--- src/hdl/mac_pkg.sv ---
// package of constants and the state type for the multiply-accumulate unit
// assumes an apb master on the same clock as the unit
//
// Overview of operation
// (RULE1) two signed 8-bit write-only multiply operands
// (RULE2) first operand write loads multiplier, reads zero
// (RULE3) product high byte readable at its address
// (RULE4) product low byte readable at its address
// (RULE5) first accumulate operand feeds accumulate multiply
// (RULE6) first accumulate address reads accumulator byte 1
// (RULE7) second accumulate operand feeds accumulate multiply
// (RULE8) second accumulate address reads accumulator byte 0
// (RULE9) first clear address reads accumulator byte 3
// (RULE10) second clear address reads accumulator byte 2
// (RULE11) any write with byte lane 0 strobe set to either clear zeroes accumulator
// (RULE12) product tracks new operand times other operand
// (RULE13) accumulate write adds sign-extended product, wrapping
package mac_pkg;

	// ------------------------------------------------------------
	// register indices, byte address is four times the index
	// ------------------------------------------------------------
	localparam logic [7:0] MAC1_MUL_OPERAND_FIRST_IDX = 8'ha8;
	localparam logic [7:0] MAC1_MUL_OPERAND_SECOND_IDX = 8'ha9;
	localparam logic [7:0] MAC1_PRODUCT_HIGH_IDX = 8'haa;
	localparam logic [7:0] MAC1_PRODUCT_LOW_IDX = 8'hab;
	localparam logic [7:0] MAC1_ACC_OPERAND_FIRST_BYTE1_IDX = 8'hac;
	localparam logic [7:0] MAC1_ACC_OPERAND_SECOND_BYTE0_IDX = 8'had;
	localparam logic [7:0] MAC1_CLEAR_A_BYTE3_IDX = 8'hae;
	localparam logic [7:0] MAC1_CLEAR_B_BYTE2_IDX = 8'haf;
	localparam logic [7:0] MAC0_MUL_OPERAND_FIRST_IDX = 8'he8;
	localparam logic [7:0] MAC0_MUL_OPERAND_SECOND_IDX = 8'he9;
	localparam logic [7:0] MAC0_PRODUCT_HIGH_IDX = 8'hea;
	localparam logic [7:0] MAC0_PRODUCT_LOW_IDX = 8'heb;
	localparam logic [7:0] MAC0_ACC_OPERAND_FIRST_BYTE1_IDX = 8'hec;
	localparam logic [7:0] MAC0_ACC_OPERAND_SECOND_BYTE0_IDX = 8'hed;
	localparam logic [7:0] MAC0_CLEAR_A_BYTE3_IDX = 8'hee;
	localparam logic [7:0] MAC0_CLEAR_B_BYTE2_IDX = 8'hef;

	// ------------------------------------------------------------
	// widths and reset values
	// ------------------------------------------------------------
	localparam int ADDR_W = 10;
	localparam int UNITS = 2;
	localparam logic [7:0] OPERAND_RESET = 8'h00;
	localparam logic [31:0] ACC_RESET = 32'h0000_0000;
	localparam logic [31:0] RDATA_RESET = 32'h0000_0000;

	// ------------------------------------------------------------
	// all state of the unit
	// ------------------------------------------------------------
	typedef struct packed {
		logic [UNITS-1:0][7:0] mul_a;
		logic [UNITS-1:0][7:0] mul_b;
		logic [UNITS-1:0][7:0] acc_a;
		logic [UNITS-1:0][7:0] acc_b;
		logic [UNITS-1:0][31:0] acc;
		logic [31:0] rdata;
		logic ready;
		logic slverr;
	} state_t;

endpackage

--- src/hdl/multiply_accumulate_unit.sv ---
// two multiply-accumulate units behind one apb slave
// assumes an apb master on mclk; no wait states, pready high in the first access cycle
`timescale 1ns/1ps
`default_nettype none

module multiply_accumulate_unit
	import mac_pkg::*;
(
	// clock and reset
	input wire logic mclk,
	input wire logic rst,
	// apb slave
	input wire logic psel,
	input wire logic penable,
	input wire logic pwrite,
	input wire logic [ADDR_W-1:0] paddr,
	input wire logic [31:0] pwdata,
	input wire logic [3:0] pstrb,
	output logic [31:0] prdata,
	output logic pready,
	output logic pslverr
);

	// ------------------------------------------------------------
	// decode and arithmetic per unit
	// ------------------------------------------------------------
	state_t q;
	state_t d;
	logic [7:0] idx;
	logic setup;
	logic wr;
	logic [UNITS-1:0] hit;
	logic [UNITS-1:0][7:0] rd_val;
	logic [UNITS-1:0][15:0] prod;
	logic [UNITS-1:0][31:0] acc_next;
	logic [UNITS-1:0] wr_mul_a;
	logic [UNITS-1:0] wr_mul_b;
	logic [UNITS-1:0] wr_acc_a;
	logic [UNITS-1:0] wr_acc_b;
	logic [UNITS-1:0] wr_clear;
	logic access;
	logic done;
	logic rd_setup;
	logic lane0;
	logic [31:0] rd_word;

	// ------------------------------------------------------------
	// bus phases
	// ------------------------------------------------------------
	assign idx = paddr[ADDR_W-1:2];
	assign setup = psel & ~penable;
	assign access = psel & penable;
	// pready is a register, so the access cycle it marks is the answered one
	assign done = access & q.ready;
	assign rd_setup = setup & ~pwrite;
	// only byte lane 0 carries a register, so only its strobe counts
	assign lane0 = pstrb[0];
	// write lands only at the edge where pready is seen high
	assign wr = done & pwrite & lane0;

	// ------------------------------------------------------------
	// per unit decode, arithmetic and read mux
	// ------------------------------------------------------------
	genvar u;
	generate
		for (u = 0; u < UNITS; u++) begin : g_unit
			// register indices of this unit
			localparam logic [7:0] MF = (u == 0) ? MAC0_MUL_OPERAND_FIRST_IDX
				: MAC1_MUL_OPERAND_FIRST_IDX;
			localparam logic [7:0] MS = (u == 0) ? MAC0_MUL_OPERAND_SECOND_IDX
				: MAC1_MUL_OPERAND_SECOND_IDX;
			localparam logic [7:0] PH = (u == 0) ? MAC0_PRODUCT_HIGH_IDX
				: MAC1_PRODUCT_HIGH_IDX;
			localparam logic [7:0] PL = (u == 0) ? MAC0_PRODUCT_LOW_IDX
				: MAC1_PRODUCT_LOW_IDX;
			localparam logic [7:0] AF = (u == 0) ? MAC0_ACC_OPERAND_FIRST_BYTE1_IDX
				: MAC1_ACC_OPERAND_FIRST_BYTE1_IDX;
			localparam logic [7:0] AS = (u == 0) ? MAC0_ACC_OPERAND_SECOND_BYTE0_IDX
				: MAC1_ACC_OPERAND_SECOND_BYTE0_IDX;
			localparam logic [7:0] CA = (u == 0) ? MAC0_CLEAR_A_BYTE3_IDX
				: MAC1_CLEAR_A_BYTE3_IDX;
			localparam logic [7:0] CB = (u == 0) ? MAC0_CLEAR_B_BYTE2_IDX
				: MAC1_CLEAR_B_BYTE2_IDX;

			// address selects
			logic sel_mul_a;
			logic sel_mul_b;
			logic sel_prod_hi;
			logic sel_prod_lo;
			logic sel_acc_a;
			logic sel_acc_b;
			logic sel_clr_a;
			logic sel_clr_b;

			// multiply path
			logic signed [7:0] mul_x;
			logic signed [7:0] mul_y;
			logic signed [15:0] mul_p;

			// accumulate path
			logic [7:0] a_new;
			logic [7:0] b_new;
			logic signed [7:0] acc_x;
			logic signed [7:0] acc_y;
			logic signed [15:0] acc_p;
			logic [31:0] acc_ext;

			// accumulator byte views
			logic [7:0] acc_byte0;
			logic [7:0] acc_byte1;
			logic [7:0] acc_byte2;
			logic [7:0] acc_byte3;

			// one compare per register, shared by read and write
			assign sel_mul_a = (idx == MF);
			assign sel_mul_b = (idx == MS);
			assign sel_prod_hi = (idx == PH);
			assign sel_prod_lo = (idx == PL);
			assign sel_acc_a = (idx == AF);
			assign sel_acc_b = (idx == AS);
			assign sel_clr_a = (idx == CA);
			assign sel_clr_b = (idx == CB);

			// any select means the index belongs to this unit
			assign hit[u] = sel_mul_a
				| sel_mul_b
				| sel_prod_hi
				| sel_prod_lo
				| sel_acc_a
				| sel_acc_b
				| sel_clr_a
				| sel_clr_b;

			// write strobes
			assign wr_mul_a[u] = wr & sel_mul_a; // [RULE2]
			assign wr_mul_b[u] = wr & sel_mul_b; // [RULE1]
			assign wr_acc_a[u] = wr & sel_acc_a; // [RULE5]
			assign wr_acc_b[u] = wr & sel_acc_b; // [RULE7]
			// both clear addresses share one strobe, data ignored
			assign wr_clear[u] = wr & (sel_clr_a | sel_clr_b); // [RULE11]

			// signed 8x8, product follows whichever operand moved last
			assign mul_x = q.mul_a[u]; // [RULE1]
			assign mul_y = q.mul_b[u]; // [RULE1]
			assign mul_p = mul_x * mul_y; // [RULE12]
			assign prod[u] = mul_p;

			// use the word being written so the add sees the new operand
			assign a_new = wr_acc_a[u] ? pwdata[7:0] : q.acc_a[u]; // [RULE5]
			assign b_new = wr_acc_b[u] ? pwdata[7:0] : q.acc_b[u]; // [RULE7]

			assign acc_x = a_new;
			assign acc_y = b_new;
			assign acc_p = acc_x * acc_y;
			// sign extension keeps negative products negative in the sum
			assign acc_ext = {{16{acc_p[15]}}, acc_p}; // [RULE13]
			// 32-bit add wraps on overflow
			assign acc_next[u] = q.acc[u] + acc_ext; // [RULE13]

			// byte views of the running sum, no snapshot between reads
			assign acc_byte0 = q.acc[u][7:0];
			assign acc_byte1 = q.acc[u][15:8];
			assign acc_byte2 = q.acc[u][23:16];
			assign acc_byte3 = q.acc[u][31:24];

			// read mux; write-only operands and unknown indices read as zero
			always_comb begin
				rd_val[u] = 8'h00;
				case (1'b1)
					sel_mul_a: begin
						rd_val[u] = 8'h00; // [RULE2]
					end
					sel_mul_b: begin
						rd_val[u] = 8'h00; // [RULE1]
					end
					sel_prod_hi: begin
						rd_val[u] = prod[u][15:8]; // [RULE3]
					end
					sel_prod_lo: begin
						rd_val[u] = prod[u][7:0]; // [RULE4]
					end
					sel_acc_a: begin
						rd_val[u] = acc_byte1; // [RULE6]
					end
					sel_acc_b: begin
						rd_val[u] = acc_byte0; // [RULE8]
					end
					sel_clr_a: begin
						rd_val[u] = acc_byte3; // [RULE9]
					end
					sel_clr_b: begin
						rd_val[u] = acc_byte2; // [RULE10]
					end
					default: begin
						rd_val[u] = 8'h00;
					end
				endcase
			end
		end
	endgenerate

	// ------------------------------------------------------------
	// read word
	// ------------------------------------------------------------
	// units never overlap in the map, so at most one hit is set
	always_comb begin
		rd_word = RDATA_RESET;
		for (int i = 0; i < UNITS; i++) begin
			if (hit[i]) begin
				rd_word = {24'h000000, rd_val[i]};
			end
		end
	end

	// ------------------------------------------------------------
	// next state
	// ------------------------------------------------------------
	always_comb begin
		d = q;

		// pready raised for exactly the access cycle after setup
		d.ready = setup;

		// answer latched at setup, stands until the next setup
		if (setup) begin
			d.slverr = ~(|hit);
			d.rdata = RDATA_RESET;
		end
		if (rd_setup) begin
			d.rdata = rd_word;
		end

		// operand and accumulator fields
		for (int i = 0; i < UNITS; i++) begin
			if (wr_mul_a[i]) begin
				d.mul_a[i] = pwdata[7:0]; // [RULE2]
			end
			if (wr_mul_b[i]) begin
				d.mul_b[i] = pwdata[7:0]; // [RULE1]
			end
			if (wr_acc_a[i]) begin
				d.acc_a[i] = pwdata[7:0]; // [RULE5]
			end
			if (wr_acc_b[i]) begin
				d.acc_b[i] = pwdata[7:0]; // [RULE7]
			end
			if (wr_acc_a[i] || wr_acc_b[i]) begin
				d.acc[i] = acc_next[i]; // [RULE13]
			end else if (wr_clear[i]) begin
				d.acc[i] = ACC_RESET; // data ignored [RULE11]
			end
		end
	end

	// ------------------------------------------------------------
	// state register
	// ------------------------------------------------------------
	always_ff @(posedge mclk) begin
		if (rst) begin
			q.mul_a <= {UNITS{OPERAND_RESET}};
			q.mul_b <= {UNITS{OPERAND_RESET}};
			q.acc_a <= {UNITS{OPERAND_RESET}};
			q.acc_b <= {UNITS{OPERAND_RESET}};
			q.acc <= {UNITS{ACC_RESET}};
			q.rdata <= RDATA_RESET;
			q.ready <= 1'b0;
			q.slverr <= 1'b0;
		end else begin
			q <= d;
		end
	end

	// ------------------------------------------------------------
	// outputs straight from the state register
	// ------------------------------------------------------------
	assign prdata = q.rdata;
	assign pready = q.ready;
	assign pslverr = q.slverr;

endmodule

`default_nettype wire

--- config.mk ---
export PLATFORM = sky130hd
export DESIGN_NAME = multiply_accumulate_unit
export DESIGN_NICKNAME = d
export VERILOG_FILES = /design/src/hdl/mac_pkg.sv /design/src/hdl/multiply_accumulate_unit.sv
export SDC_FILE = /design/constraint.sdc
export NUM_CORES = 1
export LEC_CHECK = 0
export BUFFER_PORTS_ARGS = -buffer_cell sky130_fd_sc_hd__buf_4
export CORE_ASPECT_RATIO = 0.5
export CORE_MARGIN = 1.5
export CORE_UTILIZATION = 37
export DETAILED_ROUTE_END_ITERATION = 8
export GPL_TIMING_DRIVEN = 0
export REMOVE_ABC_BUFFERS = 1
export SYNTH_ARGS = -nofsm -noshare
export SYNTH_HDL_FRONTEND = slang
export SYNTH_SLANG_ARGS = --single-unit
--- constraint.sdc ---
create_clock -name mclk -period 9.23 [get_ports mclk]
set_input_delay 0.923 -clock mclk [delete_from_list [all_inputs] [get_ports mclk]]
set_output_delay 0.923 -clock mclk [all_outputs]
set_load 0.01 [all_outputs]
Word level (Yosys, flattened, before mapping). Cells that the tools add are included. Widths: inputs -> output; s select.

Register bits: 162. Bits in latches: 0. Bits in writable memories: 0. ROM bits: 0. Input bits: 51. Output and inout port bits: 34. Logic and storage cells: 104. Memories kept: 0.

Add/sub/neg operators: 2. $mul: 4. Divide/modulo/power cells: 0. $lt $le $gt $ge: 0. Equality and inequality tests: 16. Shift operators: 0. Multiplexer cells: 28. Bitwise operators: 35. Reductions and logical operators: 6.

Operator list (count): $mux 32 (7); $mux 8 (21); $eq 8x8->1 const B (16); $add 32x32->32 (2); $mul 8x8->16 (4); $and 1x1->1 (16); $or 1x1->1 (16); $reduce_bool 2->1 (3); $not 1->1 (3); $logic_or 1x1->1 (2); $reduce_or 2->1 (1).

Logic depth before layout (Yosys ltp).
Depth in word-level cells: 12. Gate-level depth with buffers: 37. Gate-level depth less buffers: 36.

Worst setup path before layout. OpenSTA, ideal clock, no wires.

Path type: input-to-reg. Start: input paddr[6]. End: register q (netlist bit g_unit[0].acc_byte3[7]). Setup time: 0.074 ns. Arrival time: 9.600 ns. Required time: 9.156 ns. Slack: -0.444 ns. Stages: 33. Buffers on the path: 0. Path through: and3b_1 -> nand2_1 -> nor3_1 -> nand2_1 -> mux2i_1 -> inv_1 -> fa_1 -> inv_1 -> fa_1 -> inv_1 -> fa_1 -> inv_1 -> fa_1 -> inv_1 -> ha_1 -> nand2_1 -> o21ai_1 -> o41ai_1 -> o21ai_1 -> nor4_1 -> or3_1 -> xnor2_1 -> ha_1 -> and3_1 -> o21a_1 -> a311oi_1 -> o41a_1 -> o21ai_2 -> a2111oi_1 -> o41ai_2 -> xnor2_1 -> or4_1 -> a31oi_1.

RTL lines: from (decl) (line multiply_accumulate_unit.sv:16) `input wire logic [ADDR_W-1:0] paddr,`; to (decl) (line multiply_accumulate_unit.sv:27) `state_t q;`.

Worst setup path after layout.
Start: input paddr[6]. End: register q (netlist bit g_unit[0].acc_byte3[7]).

Cells in the longest elaborated chain, start to end: 6.

RTL lines: $eq 8x8->1 (on tied branches) (line multiply_accumulate_unit.sv:119, multiply_accumulate_unit.sv:120); $and 1x1->1 (on tied branches) (line multiply_accumulate_unit.sv:137, multiply_accumulate_unit.sv:138); $mux 8; $mul 8x8->16 (line multiply_accumulate_unit.sv:154) `assign acc_p = acc_x * acc_y;`; $add 32x32->32 (line multiply_accumulate_unit.sv:158) `assign acc_next[u] = q.acc[u] + acc_ext;`; $mux 32 (line multiply_accumulate_unit.sv:247) `if (wr_acc_a[i] || wr_acc_b[i]) begin`.

Parallel ways exist; a longest one is shown, timed or not. A chain may end at the register's enable or synchronous reset.

==> summary.json <==
{
  "final_layout": {
    "area.growth.synth_to_final_pct": 11.5,
    "final_layout_size_suffix_gt1_share_pct": 8.25,
    "finalCoreUtilization_pct": 42.0,
    "final_nets": 2612,
    "finish.cell_count_without_fillers": 2819,
    "n_diodes": 0,
    "mostFrequentLayoutCell": "inv_1",
    "layout.cells.most_common_list": "inv_1, nor2_1, fa_1, ha_1, dfxtp_1"
  },
  "worst_setup_path": {
    "worst_path_slowest_cell": "fa_1",
    "crit_fanout": 8,
    "path_common_cell": "fa_1",
    "cp.required_ns": 9.60,
    "crit_path_start_kind": "input port",
    "cp_peak_stage_delay_ns": 0.73,
    "worst_ep_arrival_time_ns": 9.23,
    "critPathCaptureType": "flop",
    "timing_worst_setup_path_type": "input port to flop"
  },
  "sta": {
    "worstMarginPinSlew_ns": 1.05,
    "timing.final.setup_violations": 0,
    "final_hold_vio_count": 0,
    "max_freq_ghz": 0.113,
    "finalWorstSetupSlack_ns": 0.369,
    "period_needed_ns": 8.86,
    "slew_headroom_pct": 30.1,
    "post_route_clock_skew_ns": 0.0144,
    "min_period_over_period_pct": 96.0,
    "timing.final.max_slew_violations": 0,
    "fin_hold_ws_ns": 0.469
  },
  "floorplan": {
    "pin_count": 85,
    "fp.coreArea_um2": 48700,
    "die_height_um": 160,
    "dieWidth_um": 318,
    "initial_utilization_pct": 37.7,
    "rows": 57,
    "die_area_um2": 51000
  },
  "routing": {
    "detail_route.iter0.violations": 961,
    "num_vias": 14200,
    "detail_route.drc_violations": 0,
    "wl_per_cell_um": 15.4,
    "drt-total-wl_mm": 43.4,
    "final_antenna_net_count": 0,
    "detailedRoute.firstPassIterationCount": 6,
    "avgViaCountPerCell": 5.05
  },
  "synth": {
    "yosys.area_share.xor_xnor_pct": 5.78,
    "synth.top_cell.area_share_pct": 24.2,
    "synthDominantAreaCellType": "fa_1",
    "synth_sequential_area_ratio_pct": 15.1,
    "synthTopCellsByArea": "fa_1, dfxtp_1, ha_1",
    "synthDistinctLibCells": 66,
    "synth-edff-count": 0,
    "synth-warning-count": 0,
    "synthAdderAreaFrac_pct": 36.6,
    "synth.area.mux_share_pct": 4.61,
    "synthArstFlopShare_pct": 0,
    "syn_avg_cell_area_um2": 8.55,
    "share_of_synthesized_cell_area_in_and_or_nand_and_nor_gates_pct": 15.7,
    "synth_top_family_by_area": "adder cells",
    "post_synthesis_compound_gate_area_fraction_pct": 13.0,
    "postSynthRegisterBits": 138,
    "synthCells": 2145,
    "syn-cell-area_um2": 18300,
    "synth_flop_cell": "dfxtp_1"
  },
  "global_routing": {
    "global_route.usage.total_pct": 17.7,
    "grt_first_pass_wirelength_mm": 73.4,
    "number_of_antenna_violations_at_the_first_check_in_global_routing": 2,
    "globalRoute.totalOverflow": 0,
    "grt_start_max_net_pins": 129,
    "grt_pass1_vias": 14100
  },
  "power_and_ir_drop": {
    "switching_share_of_power_pct": 22.7,
    "vdd_drop_max_mv": 0.149,
    "power.share.sequential_pct": 41.7,
    "static-leakage-power_nw": 9.59,
    "share_clk_of_total_power_pct": 54.1,
    "fin_total_pwr_mw": 1.43,
    "cellInternalPower_mw": 1.11,
    "combinationalPowerShare_pct": 4.3,
    "p_per_area_nw_per_um2": 69.9,
    "p_sw_uw": 325
  },
  "clocking": {
    "ctsHoldBuffers": 0,
    "clock_insertion_delay_worst_skew_ns": 0.45,
    "cts.htree.levels": 4,
    "numClockSinks": 138,
    "clock_path_buffers": 2,
    "numCtsBuffers": 17,
    "cts_root_buf": "clkbuf_16",
    "cts_tree": "built",
    "cts.clk_slew.worst_paths_ns": 0.06
  },
  "place": {
    "place_hpwl_mm": 34.5,
    "post-place-cells": 2767,
    "dp_slack_ns": -1.53,
    "gpl.final_weighted_congestion": 0.872,
    "numPortBuffers": 31
  },
  "flow_run": {
    "timing.max_cap.violations": 0
  },
  "run_status": {
    "outcome": "completed"
  },
  "hold_path": {
    "hold_path_class": "flop to flop"
  }
}
layout make-up:
type	count	area, µm²
sequential	138	2760
tap	649	812
timing repair buffer	54	460
fill	4836	28300
inverter	332	1250
clock buffer	21	460
clock inverter	11	193
multi-input combinational	1614	14500
critical path: cells and delay by family:
| family | cells | cell delay, ns |
|---|---|---|
| AOI/OAI and AO/OA | 10 | 1.97 |
| and+or+nand+nor | 9 | 2.18 |
| xor gates and xnor gates | 2 | 0.48 |
| muxes | 1 | 0.27 |
| adders and majority gates | 6 | 2.88 |
| buffers and inverters | 4 | 0.48 |
cell families after synthesis:
family | Yosys count
simple gates | 617
buf+inv | 416
fa+ha+maj | 404
compound gates | 365
flops | 138
xor+xnor | 121
mux | 83
other cells | 1
cell usage after synthesis (all sizes together) (3+ instances only):
master / number
o21bai: 14
a22oi: 49
a22o: 6
nor2b: 26
a221oi: 3
o211ai: 9
o21ai: 71
mux2i: 80
buf: 35
nand3: 22
and3: 12
a211oi: 5
dfxtp: 138
xor2: 42
a21boi: 3
nand3b: 3
inv: 332
o41ai: 5
a31oi: 16
or2: 29
and2: 80
nand4: 4
or3: 6
clkbuf: 49
o22ai: 5
o21a: 4
nor4: 7
a21oi: 98
nand2: 115
a31o: 4
a21o: 45
o31ai: 4
xnor2: 79
nand2b: 24
fa: 222
a311oi: 3
a222oi: 4
nor2: 262
nor3: 21
ha: 182
a211o: 3
through the flow:
stage	TNS (ns)	instance area, µm²
CTS	0	20100
floorplan	-0.670	18000
global placement	-58.33	19000
detailed placement	-24.69	19100
finish	0	20500
global route	-0.0263	20500
final timing paths:
check            start                      to  slack (ns)  cells past startpoint
max           paddr[6]  g_unit[0].acc_byte3[7]        0.37                     32
min          prdata[7]               prdata[7]        0.47                      1
max reg2reg     pready  g_unit[0].acc_byte3[7]        0.69                     30
min reg2reg  prdata[7]               prdata[7]        0.47                      1
registers in the layout, summed over array words and instances, names as in the netlist:
register	count
g_unit.mul_x	16
prdata	8
g_unit.acc_byte1	16
pslverr	1
q	32
pready	1
g_unit.acc_byte3	16
g_unit.acc_byte0	16
g_unit.acc_byte2	16
g_unit.mul_y	16
routing by layer:
layer  track usage [%]  share of wire, %  vias up
met3              2.09               3.4       32
met5                 0                 0        -
met1              26.2                50     6969
met4              3.52               1.3        0
li1                  -                 -     6982
met2              27.8                45      242
power groups by stage:
| stage | clock [mW] | sequential (mW) | combinational [mW] |
|---|---|---|---|
| 2_1_floorplan | 0 | 0.610 | 0.0166 |
| 4_1_cts | 0.781 | 0.596 | 0.0572 |
| 3_3_place_gp | 0 | 0.610 | 0.0525 |
| 5_1_grt | 0.812 | 0.596 | 0.0651 |
| 3_5_place_dp | 0 | 0.610 | 0.0530 |
| 6_report | 0.773 | 0.596 | 0.0608 |
repair_timing:
action | 4_1_cts | 5_1_grt
gates resized for setup | 65 | 24
setup buffers | 3 | 15
cloned | 0 | 0
endpoints found under the setup margin | 23 | 19
pin swaps | 2 | 2
Power figures use the tool's default switching activity.
